[src/inc/ssg_pkg.sv]
package ssg_pkg;
  // timing figures and derived cycle counts at the 100 MHz clock
  localparam int unsigned CLK_PERIOD_NS = 10;
  localparam int unsigned STORE_PULSE_NS = 100;
  localparam int unsigned RECALL_PULSE_NS = 450;
  localparam int unsigned STORE_TIME_MS = 10;
  localparam int unsigned STORE_PULSE_CYC =
    (STORE_PULSE_NS + CLK_PERIOD_NS - 1) / CLK_PERIOD_NS;
  localparam int unsigned RECALL_PULSE_CYC =
    (RECALL_PULSE_NS + CLK_PERIOD_NS - 1) / CLK_PERIOD_NS;
  localparam int unsigned STORE_BUSY_CYC =
    (STORE_TIME_MS * 1000000 + CLK_PERIOD_NS - 1) / CLK_PERIOD_NS;
  localparam int unsigned CNT_W = 20;
  localparam int unsigned STORE_WIN_ADDRS = 16;
  localparam int unsigned STORE_WIN_W = 4;
  localparam logic [15:0] STORE_BASE_RST = 16'h0000;
  localparam logic [15:0] RECALL_BASE_RST = 16'h0100;

  typedef enum logic [2:0]
  {
    SSG_IDLE = 3'b000,
    SSG_ST_PULSE = 3'b001,
    SSG_ST_BUSY = 3'b011,
    SSG_RC_PULSE = 3'b100
  } ssg_state_e;
endpackage

[src/rtl/ssg_host_ctrl.sv]
`timescale 1ns/100ps
module ssg_host_ctrl #(
  parameter int unsigned STORE_BUSY = ssg_pkg::STORE_BUSY_CYC,
  parameter logic [15:0] STORE_BASE = ssg_pkg::STORE_BASE_RST,
  parameter logic [15:0] RECALL_BASE = ssg_pkg::RECALL_BASE_RST
)
(
  input wire logic ref_clk,           // system clock
  input wire logic rstn,              // sync reset, low active
  input wire logic [15:0] bus_addr,   // processor address
  input wire logic bus_sel,           // processor access strobe
  input wire logic bus_wr,            // processor write qualifier
  input wire logic pwr_good,          // async supply status, high ok
  output logic store_n,               // store pin to device
  output logic recall_n,              // recall pin to device
  output logic busy,                  // transfer under way
  output logic store_done,            // one-cycle store finished
  output logic recall_done            // one-cycle recall finished
);
  // ****************************************
  // supply status input synchroniser
  // ****************************************
  logic [1:0] pg_sync_reg, pg_sync_next;
  always_comb
  begin
    pg_sync_next = {pg_sync_reg[0], pwr_good};
  end
  always_ff @(posedge ref_clk)
  begin
    if (!rstn)
      pg_sync_reg <= 2'h0;
    else
      pg_sync_reg <= pg_sync_next;
  end
  wire logic pwr_ok = pg_sync_reg[1];

  // ****************************************
  // address decode
  // ****************************************
  function automatic logic in_win(input logic [15:0] a,
                                  input logic [15:0] base);
    in_win = (a[15:ssg_pkg::STORE_WIN_W] ==
              base[15:ssg_pkg::STORE_WIN_W]);
  endfunction
  // qualified by write so stray power-up reads never store
  wire logic st_req = bus_sel && bus_wr &&
                      in_win(bus_addr, STORE_BASE);
  wire logic rc_req = bus_sel && in_win(bus_addr, RECALL_BASE);

  // ****************************************
  // sequencer
  // ****************************************
  ssg_pkg::ssg_state_e state_reg, state_next;
  logic [ssg_pkg::CNT_W-1:0] cnt_reg, cnt_next;
  logic store_n_reg, store_n_next, recall_n_reg, recall_n_next;
  logic busy_reg, busy_next, sd_reg, sd_next, rd_reg, rd_next;

  always_comb
  begin
    state_next = state_reg;
    cnt_next = cnt_reg;
    sd_next = 1'b0;
    rd_next = 1'b0;
    unique case (state_reg)
      ssg_pkg::SSG_IDLE:
      begin
        cnt_next = '0;
        if (pwr_ok && rc_req)
          state_next = ssg_pkg::SSG_RC_PULSE;
        else if (pwr_ok && st_req)
          state_next = ssg_pkg::SSG_ST_PULSE;
      end
      ssg_pkg::SSG_ST_PULSE:
      begin
        cnt_next = cnt_reg + 1'b1;
        if (cnt_reg == ssg_pkg::CNT_W'(ssg_pkg::STORE_PULSE_CYC - 1))
        begin
          state_next = ssg_pkg::SSG_ST_BUSY;
          cnt_next = '0;
        end
      end
      ssg_pkg::SSG_ST_BUSY:
      begin
        // hold off all device accesses; store finishes on its own
        cnt_next = cnt_reg + 1'b1;
        if (cnt_reg == ssg_pkg::CNT_W'(STORE_BUSY - 1))
        begin
          state_next = ssg_pkg::SSG_IDLE;
          sd_next = 1'b1;
        end
      end
      ssg_pkg::SSG_RC_PULSE:
      begin
        cnt_next = cnt_reg + 1'b1;
        if (cnt_reg == ssg_pkg::CNT_W'(ssg_pkg::RECALL_PULSE_CYC - 1))
        begin
          state_next = ssg_pkg::SSG_IDLE;
          rd_next = 1'b1;
        end
      end
      default:
        state_next = ssg_pkg::SSG_IDLE;
    endcase
    // unhealthy supply: both blocks asserted
    store_n_next = !pwr_ok ||
                   (state_next != ssg_pkg::SSG_ST_PULSE);
    recall_n_next = pwr_ok &&
                    (state_next != ssg_pkg::SSG_RC_PULSE);
    busy_next = (state_next != ssg_pkg::SSG_IDLE);
  end

  always_ff @(posedge ref_clk)
  begin
    if (!rstn)
    begin
      state_reg <= ssg_pkg::SSG_IDLE;
      cnt_reg <= '0;
      store_n_reg <= 1'b1;
      recall_n_reg <= 1'b0;
      busy_reg <= 1'b0;
      sd_reg <= 1'b0;
      rd_reg <= 1'b0;
    end
    else
    begin
      state_reg <= state_next;
      cnt_reg <= cnt_next;
      store_n_reg <= store_n_next;
      recall_n_reg <= recall_n_next;
      busy_reg <= busy_next;
      sd_reg <= sd_next;
      rd_reg <= rd_next;
    end
  end

  assign store_n = store_n_reg;
  assign recall_n = recall_n_reg;
  assign busy = busy_reg;
  assign store_done = sd_reg;
  assign recall_done = rd_reg;

  // ****************************************
  // pulse length monitors
  // ****************************************
  // saturating count of low cycles on a pin, cleared while high
  function automatic logic [7:0] low_count(input logic pin,
                                           input logic [7:0] cnt);
    if (pin)
      low_count = 8'h00;
    else if (cnt == 8'hff)
      low_count = cnt;
    else
      low_count = cnt + 8'h01;
  endfunction
  logic [7:0] st_low_reg, st_low_next, rc_low_reg, rc_low_next;
  always_comb
  begin
    st_low_next = low_count(store_n_reg, st_low_reg);
    rc_low_next = low_count(recall_n_reg, rc_low_reg);
  end
  always_ff @(posedge ref_clk)
  begin
    if (!rstn)
    begin
      st_low_reg <= 8'h00;
      rc_low_reg <= 8'h00;
    end
    else
    begin
      st_low_reg <= st_low_next;
      rc_low_reg <= rc_low_next;
    end
  end

  // ****************************************
  // assertions
  // ****************************************
  a_store_blocked_bad_pwr: assert property (
    @(posedge ref_clk) disable iff (!rstn)
    !pwr_ok |=> (store_n && !recall_n))
    else $error("store not blocked on bad power");
  a_store_pulse_width: assert property (
    @(posedge ref_clk) disable iff (!rstn)
    $rose(store_n) |-> st_low_reg >= 8'(ssg_pkg::STORE_PULSE_CYC))
    else $error("store pulse too short");
  a_recall_pulse_width: assert property (
    @(posedge ref_clk) disable iff (!rstn)
    $fell(recall_n) && pwr_ok |-> !recall_n [*8])
    else $error("recall pulse too short");
  a_recall_pulse_len: assert property (
    @(posedge ref_clk) disable iff (!rstn)
    recall_done |-> rc_low_reg >= 8'(ssg_pkg::RECALL_PULSE_CYC))
    else $error("recall pulse shorter than minimum");
  a_no_dual_strobe: assert property (
    @(posedge ref_clk) disable iff (!rstn)
    !(!store_n && !recall_n && pwr_ok))
    else $error("store with recall low");
  a_store_busy_hold: assert property (
    @(posedge ref_clk) disable iff (!rstn)
    $rose(store_n) && busy |=> busy [*8])
    else $error("busy dropped in store interval");
  a_read_no_store: assert property (
    @(posedge ref_clk) disable iff (!rstn)
    state_reg == ssg_pkg::SSG_IDLE && pwr_ok && bus_sel && !bus_wr
    |=> store_n)
    else $error("store on a read");
  a_recall_done_pulse: assert property (
    @(posedge ref_clk) disable iff (!rstn)
    recall_done |-> $past(state_reg) == ssg_pkg::SSG_RC_PULSE)
    else $error("recall done without recall");
  a_store_done_src: assert property (
    @(posedge ref_clk) disable iff (!rstn)
    store_done |-> $past(state_reg) == ssg_pkg::SSG_ST_BUSY)
    else $error("store done without store");
  c_store: cover property (@(posedge ref_clk) store_done);
  c_recall: cover property (@(posedge ref_clk) recall_done);
  c_pwr_fail: cover property (@(posedge ref_clk) $fell(pwr_ok));
  c_read_store_win: cover property (@(posedge ref_clk)
    bus_sel && !bus_wr && in_win(bus_addr, STORE_BASE));
endmodule

[config.mk]
export PLATFORM = sky130hd
export DESIGN_NAME = ssg_host_ctrl
export DESIGN_NICKNAME = d
export VERILOG_FILES = /design/src/inc/ssg_pkg.sv /design/src/rtl/ssg_host_ctrl.sv
export SDC_FILE = /design/constraint.sdc
export NUM_CORES = 1
export LEC_CHECK = 0
export ABC_CLOCK_PERIOD_IN_PS = 3100
export BUFFER_PORTS_ARGS = -buffer_cell sky130_fd_sc_hd__buf_2
export CORE_MARGIN = 1
export CORE_UTILIZATION = 45
export DETAILED_ROUTE_END_ITERATION = 8
export PLACE_DENSITY = 0.66
export SLEW_MARGIN = 30
export SYNTH_ARGS = -nofsm -noshare
export SYNTH_HDL_FRONTEND = slang
export SYNTH_SLANG_ARGS = --single-unit
[constraint.sdc]
create_clock -name ref_clk -period 3.1 [get_ports ref_clk]
set_input_delay 0.465 -clock ref_clk [delete_from_list [all_inputs] [get_ports ref_clk]]
set_output_delay 0.465 -clock ref_clk [all_outputs]
set_load 0.01 [all_outputs]
==> impl_metrics.py <==
metrics = {
    "run_status": {
        "status": "finished, final reports clean",
    },
    "drt": {
        "avgViaCountPerCell": 5.793,
        "final_antenna_net_count": 0,
        "drt-total-wl_um": 3348,
        "drt-initial-drc-count": 84,
        "num_vias": 1344,
        "drc": 0,
        "wire_per_inst_um": 14.43,
        "drtPass1Iterations": 6,
    },
    "power_and_ir_drop": {
        "vdd_drop_max_v": 0.0002308,
        "p_leak_nw": 0.5643,
        "p_per_area_nw_per_um2": 385.4,
    },
    "worst_setup_path": {
        "required_ps": 3360,
        "cp_slowest_stage_delay_ps": 580,
        "crit_path_top_delay_cell": "mux2i_1",
        "cp.arrival_ps": 2250,
        "cp_cell_sequence": "mux2i_1 -> nand2_1 -> or4b_1 -> a22oi_1",
        "worst_setup_path_start_kind": "flip-flop",
        "worstPathMaxFanout": 7,
        "cp-end-kind": "flip-flop",
        "criticalPathCategory": "flip-flop to flip-flop",
    },
    "die": {
        "io_pins": 26,
        "core_area_um2": 3103,
        "dieArea_um2": 3534,
        "fp.dieH_um": 59.45,
        "start_util_pct": 47.86,
        "floorplan.rows": 20,
        "die_w_um": 59.45,
    },
    "sta": {
        "rsz0062_at_grt": "false",
        "report.final.slew_viol_count": 0,
        "setup_viol": 0,
        "tns_ps": 0,
        "worst_pin_slew_ps": 617.8,
        "maxSlewHeadroom_pct": 57.63,
        "fin_crit_sh_pct": 64.09,
        "max_freq_mhz": 503.3,
        "min_period_ps": 1987,
        "fin_skew_ps": 9.864,
        "hold_viol_final": 0,
    },
    "layout": {
        "num_antenna_cells": 0,
        "largest_register_ffs": 20,
        "area_delta_synth_final_pct": 13.90,
        "final_cell_mix": "dfxtp_1, buf_2, a21oi_1",
        "final_common_cell": "dfxtp_1",
        "fill_cells": 312,
        "nets": 211,
        "final_cell_area_um2": 1692,
        "drive_gt1_share_pct": 20.74,
    },
    "yosys": {
        "synth_top_family_by_area": "simple AND/OR/NAND/NOR gates",
        "synth_simple_gate_area_share_pct": 29.49,
        "synth_compound_area_share_pct": 15.84,
        "synth_mux_area_share_pct": 1.685,
        "synthCells": 163,
        "yosysUniqueCellTypes": 42,
        "ys.warnings.count": 0,
        "ys_ff_latch": 30,
        "synth_seq_area_share_pct": 40.44,
        "synth_xor_area_share_pct": 7.077,
        "synth_fa_ha_area_share_pct": 2.527,
        "synth_fp_nets": 187,
        "syn-cell-area_um2": 1485,
        "syn_area_per_cell_um2": 9.111,
    },
    "clock_network": {
        "cts-resized-gates": 0,
        "cts_tree": "yes",
        "cts_root_buffer": "clkbuf_4",
        "insertion_delay_ps": 340,
        "postCtsSetupRepairBufs": 0,
        "cts_max_path_buffers": 2,
        "cts_max_level": 2,
        "clk_pin_slew_ps": 90,
        "cts_sinks": 30,
        "cts.hold.buffers_added": 0,
        "cts_buffers": 5,
    },
    "grt": {
        "grt_pass1_wl_um": 5499,
        "grt_overflow_total": 0,
        "grt_usage_pct": 20.86,
        "grt_max_degree": 21,
        "antenna_found_initial": 0,
        "first_global_vias": 1244,
    },
    "placed_design": {
        "portBuffers": 21,
        "gp_congestion": 0.8264,
        "placed_area_um2": 1632,
        "place_hpwl_um": 2359,
    },
    "min_path": {
        "hold_class": "primary input to flip-flop",
    },
    "flow_run": {
        "drv_cap": 0,
    },
}
[critical path: cells and delay by family (launching register included)]
kind               cells  cell delay (ps)
and+or+nand+nor        2              710
muxes                  1              580
DFF                    1              450
AOI/OAI and AO/OA      1              170
[cell families after synthesis]
logic type / count (synthesis)
and+or+nand+nor: 71
AOI/OAI and AO/OA: 36
DFF: 30
xor gates and xnor gates: 12
buffers and inverters: 9
adders and majority gates: 3
muxes: 2
[metal layers]
metal / part of all wire [%] / global-route usage, % / wire (um) / up-vias
met5: 0 / 0 / 0 / -
met4: 1.7 / 9.184 / 56 / 0
met3: 3.7 / 4.585 / 125 / 8
met2: 48 / 33.23 / 1611 / 31
met1: 46 / 26.92 / 1554 / 641
li1: - / - / - / 664
[metrics by stage]
step / utilization [%] / hold slack (ps) / setup WS, ps / cells / power [mW]
4_1_cts: 54.52 / 330.3 / 1097 / 232 / 0.6553
6_report: 54.52 / 332.8 / 1113 / 232 / 0.6520
3_5_place_dp: 52.58 / 427.8 / 1056 / 224 / 0.4129
3_3_place_gp: 52.58 / 420.6 / 1063 / 224 / 0.4121
2_1_floorplan: - / 401.5 / 1288 / 163 / 0.4011
5_1_grt: 54.52 / 330.8 / 942.6 / 232 / 0.6766
[power by group]
part | switching, mW | internal [mW]
registers | 0.000712 | 0.387
logic | 0.00639 | 0.0102
clock network | 0.138 | 0.110
total | 0.145 | 0.507
[layout make-up]
| cell class | count | area, um^2 | area share (%) |
|---|---|---|---|
| multi-input cells | 124 | 840.8 | 49.70 |
| flip-flops and latches | 30 | 600.6 | 35.50 |
| repair buffers | 24 | 127.6 | 7.544 |
| clock buffers | 7 | 55.05 | 3.254 |
| well taps | 44 | 55.05 | 3.254 |
| inverters | 2 | 7.507 | 0.4438 |
| clock inverters | 1 | 5.005 | 0.2959 |
[cells in the mapped netlist (all sizes together)]
master   instances  area (um^2)
o311a            1        10.01
nor4b            1        8.760
or3              4        25.02
or4              4        37.53
or2              2        12.52
or3b             1        8.760
nor2             5        18.77
a21boi           1        7.510
nand4            9        62.56
o31ai            3        22.52
nand2           10        37.54
o21ai            6        30.03
nand3            8        40.04
ha               3        37.54
and2             5        31.28
nand4b           1        8.760
nor3             3        15.01
nor2b            1        6.260
inv              2        7.510
a41o             1        10.01
mux2             1        15.01
o2bb2ai          1        8.760
a22oi            7        62.56
and3             3        18.77
and4             4        35.03
xnor2            5        43.79
o22ai            1        6.260
clkbuf           4        15.01
nor4             8        50.05
xor2             7        61.31
dfxtp           30        600.6
or4bb            1        11.26
a21oi           14        70.07
or4b             1        10.01
buf              3        21.27
o211ai           1        7.510
mux2i            1        10.01
[final timing paths]
path / slack (ps) / from / end / cells past startpoint
worst max-delay path: 1110 / state_reg[0] / cnt_reg[17] / 4
worst min-delay path: 330 / pwr_good / pg_sync_reg[0] / 2
worst max register to register: 1110 / state_reg[0] / cnt_reg[17] / 4
worst min register to register: 450 / pg_sync_reg[1] / store_n / 1
No activity file was read; power rests on OpenSTA's default activity.
